File: src/hw/ffs_pkg.sv
// Constants and types for the fault supervisor
package ffs_pkg;
    // Clock rate and time base
    localparam int CLK_MHZ = 125;
    localparam int RETRY_TOUT_US = 100000;
    localparam int RETRY_TOUT_CYC = RETRY_TOUT_US * CLK_MHZ;
    localparam int RETRY_MAX = 3;
    // Supply in 0.1 V, voltage and duty in Q12
    localparam int SUP_W = 10;
    localparam int VW = 14;
    localparam int DW = 13;
    localparam logic [12:0] DUTY_ONE = 13'h1000;
    localparam logic [13:0] SVM_MID = 14'h0800;
    // Undervoltage selector decode, in 0.1 V
    localparam logic [9:0] UV_TH_32V = 10'h140;
    localparam logic [9:0] UV_TH_25V = 10'h0fa;
    localparam logic [9:0] UV_TH_7V = 10'h046;
    localparam logic [9:0] UV_HYST = 10'h00a;
    // Thermal shutdown in degrees C
    localparam logic [7:0] TSD_TH = 8'ha5;
    localparam logic [7:0] TSD_HYST = 8'h14;
    // Observer format offsets
    localparam logic signed [6:0] LS_EXP_OFS = 7'sh15;
    localparam logic signed [6:0] RS_EXP_OFS = 7'sh0b;
    localparam logic [18:0] FREQ_DIV_BASE = 19'h00009;
    // Status flag positions
    localparam int ST_UV = 0;
    localparam int ST_OT = 1;
    localparam int ST_OV = 2;
    localparam int ST_SC = 3;
    localparam int ST_STALL = 4;
    localparam int ST_NOMOT = 5;
    localparam int ST_RETRY_END = 6;
    localparam int ST_W = 7;
    // Modes, Gray along standby, windmill, run
    typedef enum logic [1:0] {
        MODE_STANDBY = 2'b00,
        MODE_WINDMILL = 2'b01,
        MODE_RUN = 2'b11,
        MODE_FAIL = 2'b10
    } ffs_mode_type;
endpackage : ffs_pkg

File: src/hw/ffs_duty_if.sv
// Carrier for modulator and divider
`timescale 1ns/100ps
interface ffs_duty_if;
    logic [2:0][13:0] v_phase;
    logic [2:0][13:0] v_svm;
    logic [9:0] supply_dv;
    logic [9:0] nominal_dv;
    logic start;
    logic [2:0][12:0] duty;
    logic done;
    logic busy;
    modport top (output v_phase, supply_dv, nominal_dv, start, input duty, done, busy);
    modport svm (input v_phase, output v_svm);
    modport comp (input v_svm, supply_dv, nominal_dv, start, output duty, done, busy);
endinterface : ffs_duty_if

File: src/hw/ffs_duty_comp.sv
// Compensated duty, one phase at a time
`timescale 1ns/100ps
module ffs_duty_comp (
    // Clock and reset
    input wire logic clock_i,
    input wire logic rst_i,
    // Carrier
    ffs_duty_if.comp dif
);
    logic [1:0] ph;
    logic [4:0] bitc;
    logic [23:0] num;
    logic [23:0] quo;
    logic [10:0] rem;
    logic [10:0] trial;
    logic fit;

    assign trial = {rem[9:0], num[23]};
    assign fit = trial >= {1'b0, dif.supply_dv};

    // Restoring divide, 24 cycles a phase; zero supply saturates
    always_ff @(posedge clock_i) begin
        dif.done <= 1'b0;
        if (rst_i) begin
            dif.busy <= 1'b0;
            dif.duty <= '0;
            ph <= 2'd0;
            bitc <= 5'd0;
            num <= '0;
            quo <= '0;
            rem <= '0;
        end else if (!dif.busy) begin
            if (dif.start) begin
                dif.busy <= 1'b1;
                ph <= 2'd0;
                bitc <= 5'd0;
                rem <= '0;
                num <= dif.v_svm[0] * dif.nominal_dv;
            end
        end else if (bitc != 5'd23) begin
            bitc <= bitc + 5'd1;
            rem <= fit ? trial - {1'b0, dif.supply_dv} : trial;
            quo <= {quo[22:0], fit};
            num <= {num[22:0], 1'b0};
        end else begin
            // Over full scale clamps to 100 percent duty
            if ({quo[22:0], fit} > {11'h000, ffs_pkg::DUTY_ONE}) begin
                dif.duty[ph] <= ffs_pkg::DUTY_ONE;
            end else begin
                dif.duty[ph] <= quo[11:0] << 1 | {12'h000, fit};
            end
            bitc <= 5'd0;
            rem <= '0;
            if (ph == 2'd2) begin
                dif.busy <= 1'b0;
                dif.done <= 1'b1;
            end else begin
                ph <= ph + 2'd1;
                num <= dif.v_svm[ph + 2'd1] * dif.nominal_dv;
            end
        end
    end
endmodule : ffs_duty_comp

File: src/hw/ffs_svm.sv
// Space-vector modulation by min-max common-mode injection
`timescale 1ns/100ps
module ffs_svm (
    ffs_duty_if.svm dif
);
    logic signed [13:0] a;
    logic signed [13:0] b;
    logic signed [13:0] c;
    logic signed [13:0] vmax;
    logic signed [13:0] vmin;
    logic signed [14:0] ofs;

    // Shift by mid of extremes so peaks use the full supply
    always_comb begin
        a = $signed(dif.v_phase[0]);
        b = $signed(dif.v_phase[1]);
        c = $signed(dif.v_phase[2]);
        vmax = (a > b) ? a : b;
        vmax = (vmax > c) ? vmax : c;
        vmin = (a < b) ? a : b;
        vmin = (vmin < c) ? vmin : c;
        ofs = ($signed({vmax[13], vmax}) + $signed({vmin[13], vmin})) >>> 1;
    end

    genvar g;
    generate
        for (g = 0; g < 3; g++) begin : g_ph
            logic signed [15:0] v;
            assign v = $signed({{2{dif.v_phase[g][13]}}, dif.v_phase[g]})
                - $signed({ofs[14], ofs}) + $signed({2'b00, ffs_pkg::SVM_MID});
            // Negative results clip to zero duty
            assign dif.v_svm[g] = v[15] ? 14'h0000 : v[13:0];
        end
    endgenerate
endmodule : ffs_svm

File: src/hw/ffs_top.sv
// Fault supervisor and compensated duty
//
// Behaviour
// - D-axis current reference is a setting.
// - Separate P and I gains for D and Q loops.
// - Phases use space-vector modulation.
// - Duty is phase voltage over supply times nominal.
// - Inductance exponent is fraction length plus 21.
// - Resistance exponent is fraction length plus 11.
// - Frequency divisor is nine shifted by resolution.
// - Fault pin low while a fault stands.
// - Only short faults may brake.
// - Faults maskable; stall selector zero disables stall.
// - Each fault has a status flag.
// - Supply, thermal unlatched; short latched until off-on.
// - Stall, no-motor: outputs off, retry, soft latch.
// - Undervoltage: outputs off, fail, pin, flag.
// - Supply above threshold plus hysteresis recovers.
// - Standby waits for command above on level, then windmill.
// - Selector: 0 is 32 V, 1 is 25 V, 2 is 7 V.
// - Supply and thermal checks run in every state.
// - Reprogramming in user mode during undervoltage.
// - Setting changes apply after the next reset.
// - Overtemperature: outputs off, fail, pin, flag.
// - Cooling below threshold minus hysteresis recovers.
// - After short fault, restart only below off level.
`timescale 1ns/100ps
module ffs_top #(
    parameter int RETRY_CYCLES = ffs_pkg::RETRY_TOUT_CYC,
    parameter int RETRY_MAX = ffs_pkg::RETRY_MAX
) (
    // Clock and reset
    input wire logic clock_i,
    input wire logic rst_i,
    // Nonvolatile settings image
    input wire logic [1:0] undervoltage_threshold_sel_i,
    input wire logic undervoltage_mask_i,
    input wire logic overtemp_mask_i,
    input wire logic overvoltage_fault_en_i,
    input wire logic short_fault_en_i,
    input wire logic [1:0] stall_detect_select_i,
    input wire logic no_motor_detect_en_i,
    input wire logic [7:0] command_on_threshold_i,
    input wire logic [7:0] command_off_threshold_i,
    input wire logic [9:0] nominal_supply_setting_i,
    input wire logic [15:0] d_axis_current_ref_i,
    input wire logic [15:0] d_loop_prop_gain_i,
    input wire logic [15:0] d_loop_int_gain_i,
    input wire logic [15:0] q_loop_prop_gain_i,
    input wire logic [15:0] q_loop_int_gain_i,
    input wire logic [15:0] stator_inductance_setting_i,
    input wire logic [15:0] stator_resistance_setting_i,
    input wire logic [4:0] inductance_frac_length_i,
    input wire logic [4:0] resistance_frac_length_i,
    input wire logic [3:0] frequency_resolution_setting_i,
    input wire logic [15:0] observer_freq_gain_i,
    input wire logic [15:0] observer_angle_gain_i,
    // Monitors and detectors
    input wire logic [9:0] supply_dv_i,
    input wire logic logic_supply_ok_i,
    input wire logic [7:0] junction_temp_i,
    input wire logic supply_overvoltage_i,
    input wire logic short_detect_i,
    input wire logic stall_detect_i,
    input wire logic no_motor_detect_i,
    // Command and control inputs
    input wire logic [7:0] command_i,
    input wire logic windmill_done_i,
    input wire logic brake_in_n_i,
    input wire logic user_mode_i,
    input wire logic [2:0][13:0] phase_voltage_i,
    // Fault and bridge outputs
    output logic fault_out_n_o,
    output logic bridge_enable_o,
    output logic low_side_brake_o,
    output ffs_pkg::ffs_mode_type mode_o,
    output logic [6:0] fault_status_o,
    output logic nvm_program_allow_o,
    // Duty outputs
    output logic [2:0][12:0] duty_o,
    output logic duty_valid_o,
    // Control loop and observer settings
    output logic [15:0] d_ref_o,
    output logic [3:0][15:0] loop_gains_o,
    output logic [15:0] inductance_o,
    output logic [15:0] resistance_o,
    output logic signed [6:0] inductance_exp_o,
    output logic signed [6:0] resistance_exp_o,
    output logic [18:0] freq_lsb_div_o,
    output logic [1:0][15:0] observer_gains_o
);
    initial begin
        if (RETRY_CYCLES < 1 || RETRY_CYCLES > 32'h7fffffff) begin
            $error("RETRY_CYCLES out of range");
        end
        if (RETRY_MAX < 1 || RETRY_MAX > 15) begin
            $error("RETRY_MAX must be 1 to 15");
        end
    end

    // Settings captured once after reset
    logic cfg_loaded;
    logic [1:0] uv_sel;
    logic uv_mask;
    logic ot_mask;
    logic ov_en;
    logic sc_en;
    logic stall_en;
    logic nomot_en;
    logic [7:0] on_th;
    logic [7:0] off_th;
    logic [9:0] nominal;
    // Fault state
    logic uv_flag;
    logic ot_flag;
    logic ov_flag;
    logic sc_flag;
    logic stall_flag;
    logic nomot_flag;
    logic retry_end;
    logic [31:0] retry_cnt;
    logic [3:0] attempts;
    ffs_pkg::ffs_mode_type mode;
    ffs_pkg::ffs_mode_type next_mode;
    logic [9:0] uv_th;
    logic cmd_off;
    logic cmd_on;
    logic any_fault;
    logic brake_block;
    logic sw_latched;
    logic retry_tick;

    ffs_duty_if dif ();

    // Code 3 falls back to the lowest level
    function automatic logic [9:0] uv_decode(input logic [1:0] sel);
        unique case (sel)
            2'd0: uv_decode = ffs_pkg::UV_TH_32V;
            2'd1: uv_decode = ffs_pkg::UV_TH_25V;
            default: uv_decode = ffs_pkg::UV_TH_7V;
        endcase
    endfunction : uv_decode

    assign uv_th = uv_decode(uv_sel);
    assign cmd_off = command_i < off_th;
    assign cmd_on = command_i > on_th;
    assign sw_latched = stall_flag | nomot_flag;
    assign any_fault = uv_flag | ot_flag | ov_flag | sc_flag | sw_latched;
    assign brake_block = uv_flag | ot_flag | ov_flag | sw_latched;
    assign retry_tick = sw_latched && retry_cnt == 32'(RETRY_CYCLES - 1);

    // Image is taken once, so later edits wait for the next reset
    always_ff @(posedge clock_i) begin
        if (rst_i) begin
            cfg_loaded <= 1'b0;
            uv_sel <= 2'd0;
            uv_mask <= 1'b1;
            ot_mask <= 1'b1;
            ov_en <= 1'b0;
            sc_en <= 1'b0;
            stall_en <= 1'b0;
            nomot_en <= 1'b0;
            on_th <= 8'hff;
            off_th <= 8'h00;
            nominal <= 10'h000;
        end else if (!cfg_loaded) begin
            cfg_loaded <= 1'b1;
            uv_sel <= undervoltage_threshold_sel_i;
            uv_mask <= undervoltage_mask_i;
            ot_mask <= overtemp_mask_i;
            ov_en <= overvoltage_fault_en_i;
            sc_en <= short_fault_en_i;
            stall_en <= stall_detect_select_i != 2'd0;
            nomot_en <= no_motor_detect_en_i;
            on_th <= command_on_threshold_i;
            off_th <= command_off_threshold_i;
            nominal <= nominal_supply_setting_i;
        end
    end

    // Loop and observer settings
    always_ff @(posedge clock_i) begin
        if (rst_i) begin
            d_ref_o <= 16'h0000;
            loop_gains_o <= '0;
            inductance_o <= 16'h0000;
            resistance_o <= 16'h0000;
            inductance_exp_o <= 7'sh00;
            resistance_exp_o <= 7'sh00;
            freq_lsb_div_o <= 19'h00000;
            observer_gains_o <= '0;
        end else if (!cfg_loaded) begin
            d_ref_o <= d_axis_current_ref_i;
            loop_gains_o <= {q_loop_int_gain_i, q_loop_prop_gain_i,
                d_loop_int_gain_i, d_loop_prop_gain_i};
            inductance_o <= stator_inductance_setting_i;
            resistance_o <= stator_resistance_setting_i;
            inductance_exp_o <= 7'($signed(inductance_frac_length_i))
                + ffs_pkg::LS_EXP_OFS;
            resistance_exp_o <= 7'($signed(resistance_frac_length_i))
                + ffs_pkg::RS_EXP_OFS;
            freq_lsb_div_o <= ffs_pkg::FREQ_DIV_BASE
                << frequency_resolution_setting_i;
            observer_gains_o <= {observer_angle_gain_i, observer_freq_gain_i};
        end
    end

    // Undervoltage with hysteresis
    always_ff @(posedge clock_i) begin
        if (rst_i || uv_mask) begin
            uv_flag <= 1'b0;
        end else if (cfg_loaded && supply_dv_i < uv_th) begin
            uv_flag <= 1'b1;
        end else if (supply_dv_i > uv_th + ffs_pkg::UV_HYST) begin
            uv_flag <= 1'b0;
        end
    end

    // Thermal shutdown with hysteresis
    always_ff @(posedge clock_i) begin
        if (rst_i || ot_mask) begin
            ot_flag <= 1'b0;
        end else if (cfg_loaded && junction_temp_i > ffs_pkg::TSD_TH) begin
            ot_flag <= 1'b1;
        end else if (junction_temp_i < ffs_pkg::TSD_TH - ffs_pkg::TSD_HYST) begin
            ot_flag <= 1'b0;
        end
    end

    // Overvoltage, never latched
    always_ff @(posedge clock_i) begin
        if (rst_i) begin
            ov_flag <= 1'b0;
        end else begin
            ov_flag <= ov_en && cfg_loaded && supply_overvoltage_i;
        end
    end

    // Short fault holds until the command drops below off; set wins
    always_ff @(posedge clock_i) begin
        if (rst_i) begin
            sc_flag <= 1'b0;
        end else if (sc_en && cfg_loaded && short_detect_i) begin
            sc_flag <= 1'b1;
        end else if (cmd_off) begin
            sc_flag <= 1'b0;
        end
    end

    // Stall and no-motor count only in run
    always_ff @(posedge clock_i) begin
        if (rst_i) begin
            stall_flag <= 1'b0;
            nomot_flag <= 1'b0;
        end else begin
            if (stall_en && mode == ffs_pkg::MODE_RUN && stall_detect_i) begin
                stall_flag <= 1'b1;
            end else if (retry_tick && !stall_detect_i && !no_motor_detect_i) begin
                stall_flag <= 1'b0;
            end else if (retry_end && cmd_off) begin
                stall_flag <= 1'b0;
            end
            if (nomot_en && mode == ffs_pkg::MODE_RUN && no_motor_detect_i) begin
                nomot_flag <= 1'b1;
            end else if (retry_tick && !stall_detect_i && !no_motor_detect_i) begin
                nomot_flag <= 1'b0;
            end else if (retry_end && cmd_off) begin
                nomot_flag <= 1'b0;
            end
        end
    end

    // Retry timeout; after the last attempt only an off command clears
    always_ff @(posedge clock_i) begin
        if (rst_i || !sw_latched) begin
            retry_cnt <= 32'd0;
            attempts <= 4'd0;
            retry_end <= 1'b0;
        end else if (retry_end) begin
            retry_cnt <= 32'd0;
        end else if (retry_tick) begin
            retry_cnt <= 32'd0;
            attempts <= attempts + 4'd1;
            retry_end <= attempts == 4'(RETRY_MAX - 1);
        end else begin
            retry_cnt <= retry_cnt + 32'd1;
        end
    end

    // Mode sequence
    always_comb begin
        next_mode = mode;
        unique case (mode)
            ffs_pkg::MODE_STANDBY: begin
                if (cmd_on) begin
                    next_mode = ffs_pkg::MODE_WINDMILL;
                end
            end
            ffs_pkg::MODE_WINDMILL: begin
                if (cmd_off) begin
                    next_mode = ffs_pkg::MODE_STANDBY;
                end else if (windmill_done_i) begin
                    next_mode = ffs_pkg::MODE_RUN;
                end
            end
            ffs_pkg::MODE_RUN: begin
                if (cmd_off) begin
                    next_mode = ffs_pkg::MODE_STANDBY;
                end
            end
            ffs_pkg::MODE_FAIL: begin
                next_mode = ffs_pkg::MODE_STANDBY;
            end
        endcase
        if (any_fault) begin
            next_mode = ffs_pkg::MODE_FAIL;
        end
    end

    always_ff @(posedge clock_i) begin
        if (rst_i || !cfg_loaded) begin
            mode <= ffs_pkg::MODE_STANDBY;
        end else begin
            mode <= next_mode;
        end
    end

    // Pin outputs, registered
    always_ff @(posedge clock_i) begin
        if (rst_i) begin
            fault_out_n_o <= 1'b1;
            bridge_enable_o <= 1'b0;
            low_side_brake_o <= 1'b0;
            mode_o <= ffs_pkg::MODE_STANDBY;
            fault_status_o <= '0;
            nvm_program_allow_o <= 1'b0;
        end else begin
            fault_out_n_o <= !any_fault;
            bridge_enable_o <= !any_fault && (next_mode == ffs_pkg::MODE_WINDMILL
                || next_mode == ffs_pkg::MODE_RUN);
            // No brake while a non-brakeable fault stands
            low_side_brake_o <= !brake_in_n_i && !brake_block;
            mode_o <= next_mode;
            fault_status_o[ffs_pkg::ST_UV] <= uv_flag;
            fault_status_o[ffs_pkg::ST_OT] <= ot_flag;
            fault_status_o[ffs_pkg::ST_OV] <= ov_flag;
            fault_status_o[ffs_pkg::ST_SC] <= sc_flag;
            fault_status_o[ffs_pkg::ST_STALL] <= stall_flag;
            fault_status_o[ffs_pkg::ST_NOMOT] <= nomot_flag;
            fault_status_o[ffs_pkg::ST_RETRY_END] <= retry_end;
            nvm_program_allow_o <= user_mode_i && uv_flag && logic_supply_ok_i;
        end
    end

    // Divider restarts whenever idle
    always_ff @(posedge clock_i) begin
        if (rst_i) begin
            dif.v_phase <= '0;
            dif.supply_dv <= 10'h000;
            dif.start <= 1'b0;
        end else begin
            dif.start <= cfg_loaded && !dif.busy && !dif.start;
            if (!dif.busy) begin
                dif.v_phase <= phase_voltage_i;
                dif.supply_dv <= supply_dv_i;
            end
        end
    end
    assign dif.nominal_dv = nominal;

    // Duty held at zero while the bridge is off
    always_ff @(posedge clock_i) begin
        if (rst_i) begin
            duty_o <= '0;
            duty_valid_o <= 1'b0;
        end else begin
            duty_valid_o <= dif.done;
            if (!bridge_enable_o) begin
                duty_o <= '0;
            end else if (dif.done) begin
                duty_o <= dif.duty;
            end
        end
    end

    ffs_svm u_svm (
        .dif(dif.svm)
    );

    ffs_duty_comp u_duty (
        .clock_i(clock_i),
        .rst_i(rst_i),
        .dif(dif.comp)
    );
endmodule : ffs_top
File: config.mk
export PLATFORM = sky130hd
export DESIGN_NAME = ffs_top
export DESIGN_NICKNAME = d
export VERILOG_FILES = /design/src/hw/ffs_pkg.sv /design/src/hw/ffs_duty_if.sv /design/src/hw/ffs_duty_comp.sv /design/src/hw/ffs_svm.sv /design/src/hw/ffs_top.sv
export SDC_FILE = /design/constraint.sdc
export NUM_CORES = 2
export LEC_CHECK = 0
export BUFFER_PORTS_ARGS = -buffer_cell sky130_fd_sc_hd__buf_4
export CAP_MARGIN = 20
export CORE_UTILIZATION = 58
export CTS_CLUSTER_DIAMETER = 100
export DETAILED_ROUTE_END_ITERATION = 16
export GPL_ROUTABILITY_DRIVEN = 1
export PLACE_DENSITY = 0.78
export SLEW_MARGIN = 10
export SYNTH_ARGS = -nofsm -noshare
export SYNTH_HDL_FRONTEND = slang
export SYNTH_SLANG_ARGS = --single-unit
File: constraint.sdc
create_clock -name clock_i -period 18.65 [get_ports clock_i]
set_input_delay 0 -clock clock_i [delete_from_list [all_inputs] [get_ports clock_i]]
set_output_delay 0 -clock clock_i [all_outputs]
set_load 0.05 [all_outputs]
==> run summary <==
Setup repair after global routing left no endpoint under its margin. After synthesis, the largest family of logic cells by area is adder cells. The slew of the pin with the lowest slew margin is 1077 ps.

The endpoint arrival time on the critical path is 17960 ps. Power spread over the standard cell area amounts to 211.6 nW/um2. The worst-case IR drop observed on VDD is 239.8 uV. The combinational group share of total power came out at 75.9%.

The setup path with the least slack is of type flip-flop to flip-flop. The floorplan die width came out at 237.7 um. The count of boundary I/O pins is 501. The netlist uses 96 different library cells. The biggest cell delay along the critical path is 700 ps. The number of buffers inserted by post-CTS setup repair is 0.

The number of pins exceeding their max-slew limit in the final report is 0. The most instantiated flip-flop cell in the synthesis netlist is dfxtp_1. The startpoint of the worst-slack reg-to-reg timing path is dif.v_phase[25]$_SDFFE_PP0N_. The worst setup path is launched from a flip-flop.

The total cell area at the placement stage is 36470 um2. Setup violations remaining at the end of the flow were counted as 0. The number of buffers added on ports is 499. The total power draw is 8.696 mW. The final estimated routing congestion in global placement came out at 0.9810. The standard-cell row count is 86.

The fraction of the mapped netlist area in compound gates is 12.27%. In this run the clock root is driven by a clkbuf_16. In the routed design, unresolved DRC markers number 0. The number of buffers on the longest clock path is 3.

The least setup slack across all paths after layout is 1163 ps. Entering global routing, the biggest net connects 101 pins. The DRC violation total after the first TritonRoute iteration came out at 2757. The fraction of the mapped netlist area in simple logic gates came out at 17.83%. The worst setup path is captured at a flip-flop.

For flop-to-flop paths, the worst setup slack is 1160 ps. The number of clock buffers inserted by TritonCTS came out at 50. The count of mapped cells out of synthesis is 3740.

After detailed routing, the average wire length per cell comes to 20.75 um. The final hold violation count is 0. The number of enable-type register cells in the synthesized netlist came out at 0. The biggest area contributor in the post-synthesis netlist is dfxtp_1. The post-detailed-route count of antenna-violating nets came out at 0. The detailed placer's ending HPWL came out at 74010 um.

The number of max-cap violations is 0. The pre-antenna-repair detailed-routing pass consisted of 8 iterations. The type of the tightest min-delay check is primary input to flip-flop.

Detailed routing inserted a total of 30.40k vias. The critical path capture point is u_duty.num[23]$_SDFFE_PP0P_. The peak clock frequency supported by timing is 0.05718 GHz.

For this run, the register share of the synthesized area comes to 28.89%. The number of antenna violations at the first check in global routing is 8. Of the total power, the share spent switching nets is 52.98%.

Measured against its own limit, the worst slew margin works out to 28.17%. In this run the static leakage power is 19.22 nW. The initial core utilization came out at 58.60%. The adder-cell share of the synthesized area came out at 21.79%. The core box area is 54990 um2. The final worst clock skew is 23.82 ps.

The portion of total power attributed to the clock network is 11.5%. The overall die area came out at 56500 um2. The pre-CTS setup slack is 1088 ps.

The largest fanout on the critical path came out at 17. The shortest period the worst path allows came out at 17490 ps. The share of Yosys cell area claimed by the top area cell type came out at 28.89%. The run finished with clean final reports. The final instance area is 41100 um2. The portion of the clock cycle consumed by the worst path in the final layout came out at 93.76%. The launch point of the worst path is dif.v_phase[25]$_SDFFE_PP0N_. The number of H-tree branching levels is 2. Measured in cells, the most critical reg-to-reg path has a length of 61. The total global-route track usage is 37.64%. The first global-routing pass estimated 167300 um of wire. The detail-routed via count per cell is 5.821.

The remaining global-route overflow came out at 0. The count of warnings emitted by yosys is 0. In the post-synthesis netlist, the biggest area contributors are dfxtp_1 (29%), fa_1 (12%), ha_1 (9.5%), mux2i_1 (8.6%), nor2_1 (5.6%).

Of the total synthesized cell area, the portion taken by XOR and XNOR cells is 3.953%. Clock tree synthesis found a total of 465 sinks. The tightest hold path in the finished design has a slack of 142.1 ps.

The number of storage elements in the synthesis netlist is 465. The clock-pin transition on the worst setup and hold timing paths came out at 60 ps. The sum of negative setup slack is 0 ps. The TritonCTS clock tree is built. The proportion of layout cells with a drive suffix above 1 is 15.31%.

The post-synth net total came out at 4449. The count of cells along the worst hold path came out at 3. The net switching power came out at 4.607 mW.

The area of the mapped netlist is 32220 um2. Of the post-synthesis cell area, the part taken by muxes is 9.164%. Data on the critical path is required at its endpoint by 19120 ps. The chip height came out at 237.7 um. The clock reaches the later pin of the worst-skew pair after 600 ps. From synthesis to final layout, the design area changed by 27.55%. The endpoint identified for the worst register-to-register timing path is u_duty.num[23]$_SDFFE_PP0P_. The mean post-synth cell area came out at 8.616 um2. At the end of the flow, the number of nets in the layout was 5140.

On the critical path, the stage with the largest delay is an instance of or4_1. The internal power of the cells totals 4.089 mW. The share of power burned in registers came out at 12.6%. For this block, the routed nets add up to 108400 um of wire. The via count of the first global-routing pass is 30.48k.

For this run, asynchronously set or reset flops after synthesis account for 0%.
## area by class of cell
| type | instances | area, um2 |
|---|---|---|
| diodes | 8 | 20.02 |
| multi-input cells | 2762 | 20990 |
| well taps | 748 | 935.9 |
| flip-flops and latches | 465 | 9318 |
| clock inverters | 20 | 203.9 |
| fillers | 3766 | 13890 |
| repair buffers | 834 | 7019 |
| inverters | 318 | 1194 |
| clock buffers | 68 | 1419 |
## cells by family after synthesis
kind of cell    after synthesis
other cells                   2
simple gates               1274
flops                       465
compound gates              604
fa+ha+maj                   447
mux                         293
xor+xnor                    142
buf+inv                     513
## timing repair
action,CTS,global route
gates resized for setup,0,5
endpoints found under the hold margin,291,0
hold buffers,297,0
endpoints found under the setup margin,0,5
## worst min path at each step
stage / from / end / slack, ps
after floorplan: brake_in_n_i / low_side_brake_o$_SDFF_PP0_ / 80
after global placement: brake_in_n_i / low_side_brake_o$_SDFF_PP0_ / 160
after detailed placement: brake_in_n_i / low_side_brake_o$_SDFF_PP0_ / 160
after CTS: brake_in_n_i / low_side_brake_o$_SDFF_PP0_ / 80
after global routing: brake_in_n_i / low_side_brake_o$_SDFF_PP0_ / 120
final: brake_in_n_i / low_side_brake_o$_SDFF_PP0_ / 140
## synthesized netlist by cell type (all sizes together), types with 16 or more instances
cell type and n:
nor2 483, dfxtp 465, nand2 375, inv 318, mux2i 277, ha 245
a21oi 201, fa 193, clkbuf 159, o21ai 139, and2 123, xnor2 83
nand3 77, xor2 58, nor2b 45, and3 36, buf 36, nor3 34
a211oi 32, a21o 27, nand4 20, a22oi 18, or3 18, nand2b 17
o21bai 17, mux2 16
## layout by cell type (no fill, tap or decap), types with 15 or more instances in the layout
master         instances
a21oi_1              199
o21ai_0              127
a22oi_1               18
clkbuf_16             50
a211oi_1              32
or3_1                 18
ha_1                 245
nor3_1                33
nand3_1               76
xnor2_1               82
o21bai_1              17
xor2_1                57
mux2i_1              277
and3_1                35
nand4_1               20
inv_1                318
mux2_2                16
nor4_1                15
fa_1                 193
a21o_1                27
and2_1               119
dlygate4sd3_1        297
nand2b_1              17
nand2_1              375
nor2_1               477
nor2b_1               45
o21a_1                15
dfxtp_1              462
buf_4                535
## state kept, by name (all words and copies together) (netlist names), 16 cells and up
signal / cells
freq_lsb_div_o: 19
d_ref_o: 16
dif.v_phase: 42
loop_gains_o: 64
duty_o: 39
inductance_o: 16
resistance_o: 16
u_duty.quo: 23
u_duty.dif.duty: 39
observer_gains_o: 32
u_duty.num: 24
retry_cnt: 32
## per-stage QoR
stage               std cells  utilization, %
floorplan                3740               -
global placement         4829           66.30
detailed placement       4830           66.32
CTS                      5215           74.68
global route             5219           74.73
finish                   5223           74.75
## worst max-delay path: cells and delay by family (launching register included)
| kind | cells | cell delay [ps] |
|---|---|---|
| AO/OA/AOI/OAI | 23 | 6190 |
| adder cells (fa/ha/maj) | 14 | 5810 |
| AND/OR/NAND/NOR | 13 | 3430 |
| buffers and inverters | 8 | 830 |
| XOR/XNOR | 3 | 610 |
| flip-flops | 1 | 470 |
## layer usage
layer  wire (um)  track usage (%)  part of all wire (%)
met1       41380            45.60                    38
met2       49960            60.85                    46
met3        9826            8.303                   9.1
met4        7192            23.36                   6.6
met5          14                0                 0.013
## power groups by stage
stage	logic, mW	registers [mW]	clock network, mW
after floorplan	4.72	1.17	0
after global placement	6.17	1.11	0
after detailed placement	6.34	1.11	0
after CTS	6.46	1.09	1.00
after global routing	7.34	1.10	1.04
final	6.60	1.10	0.998
No activity file was read; power rests on OpenSTA's default activity.
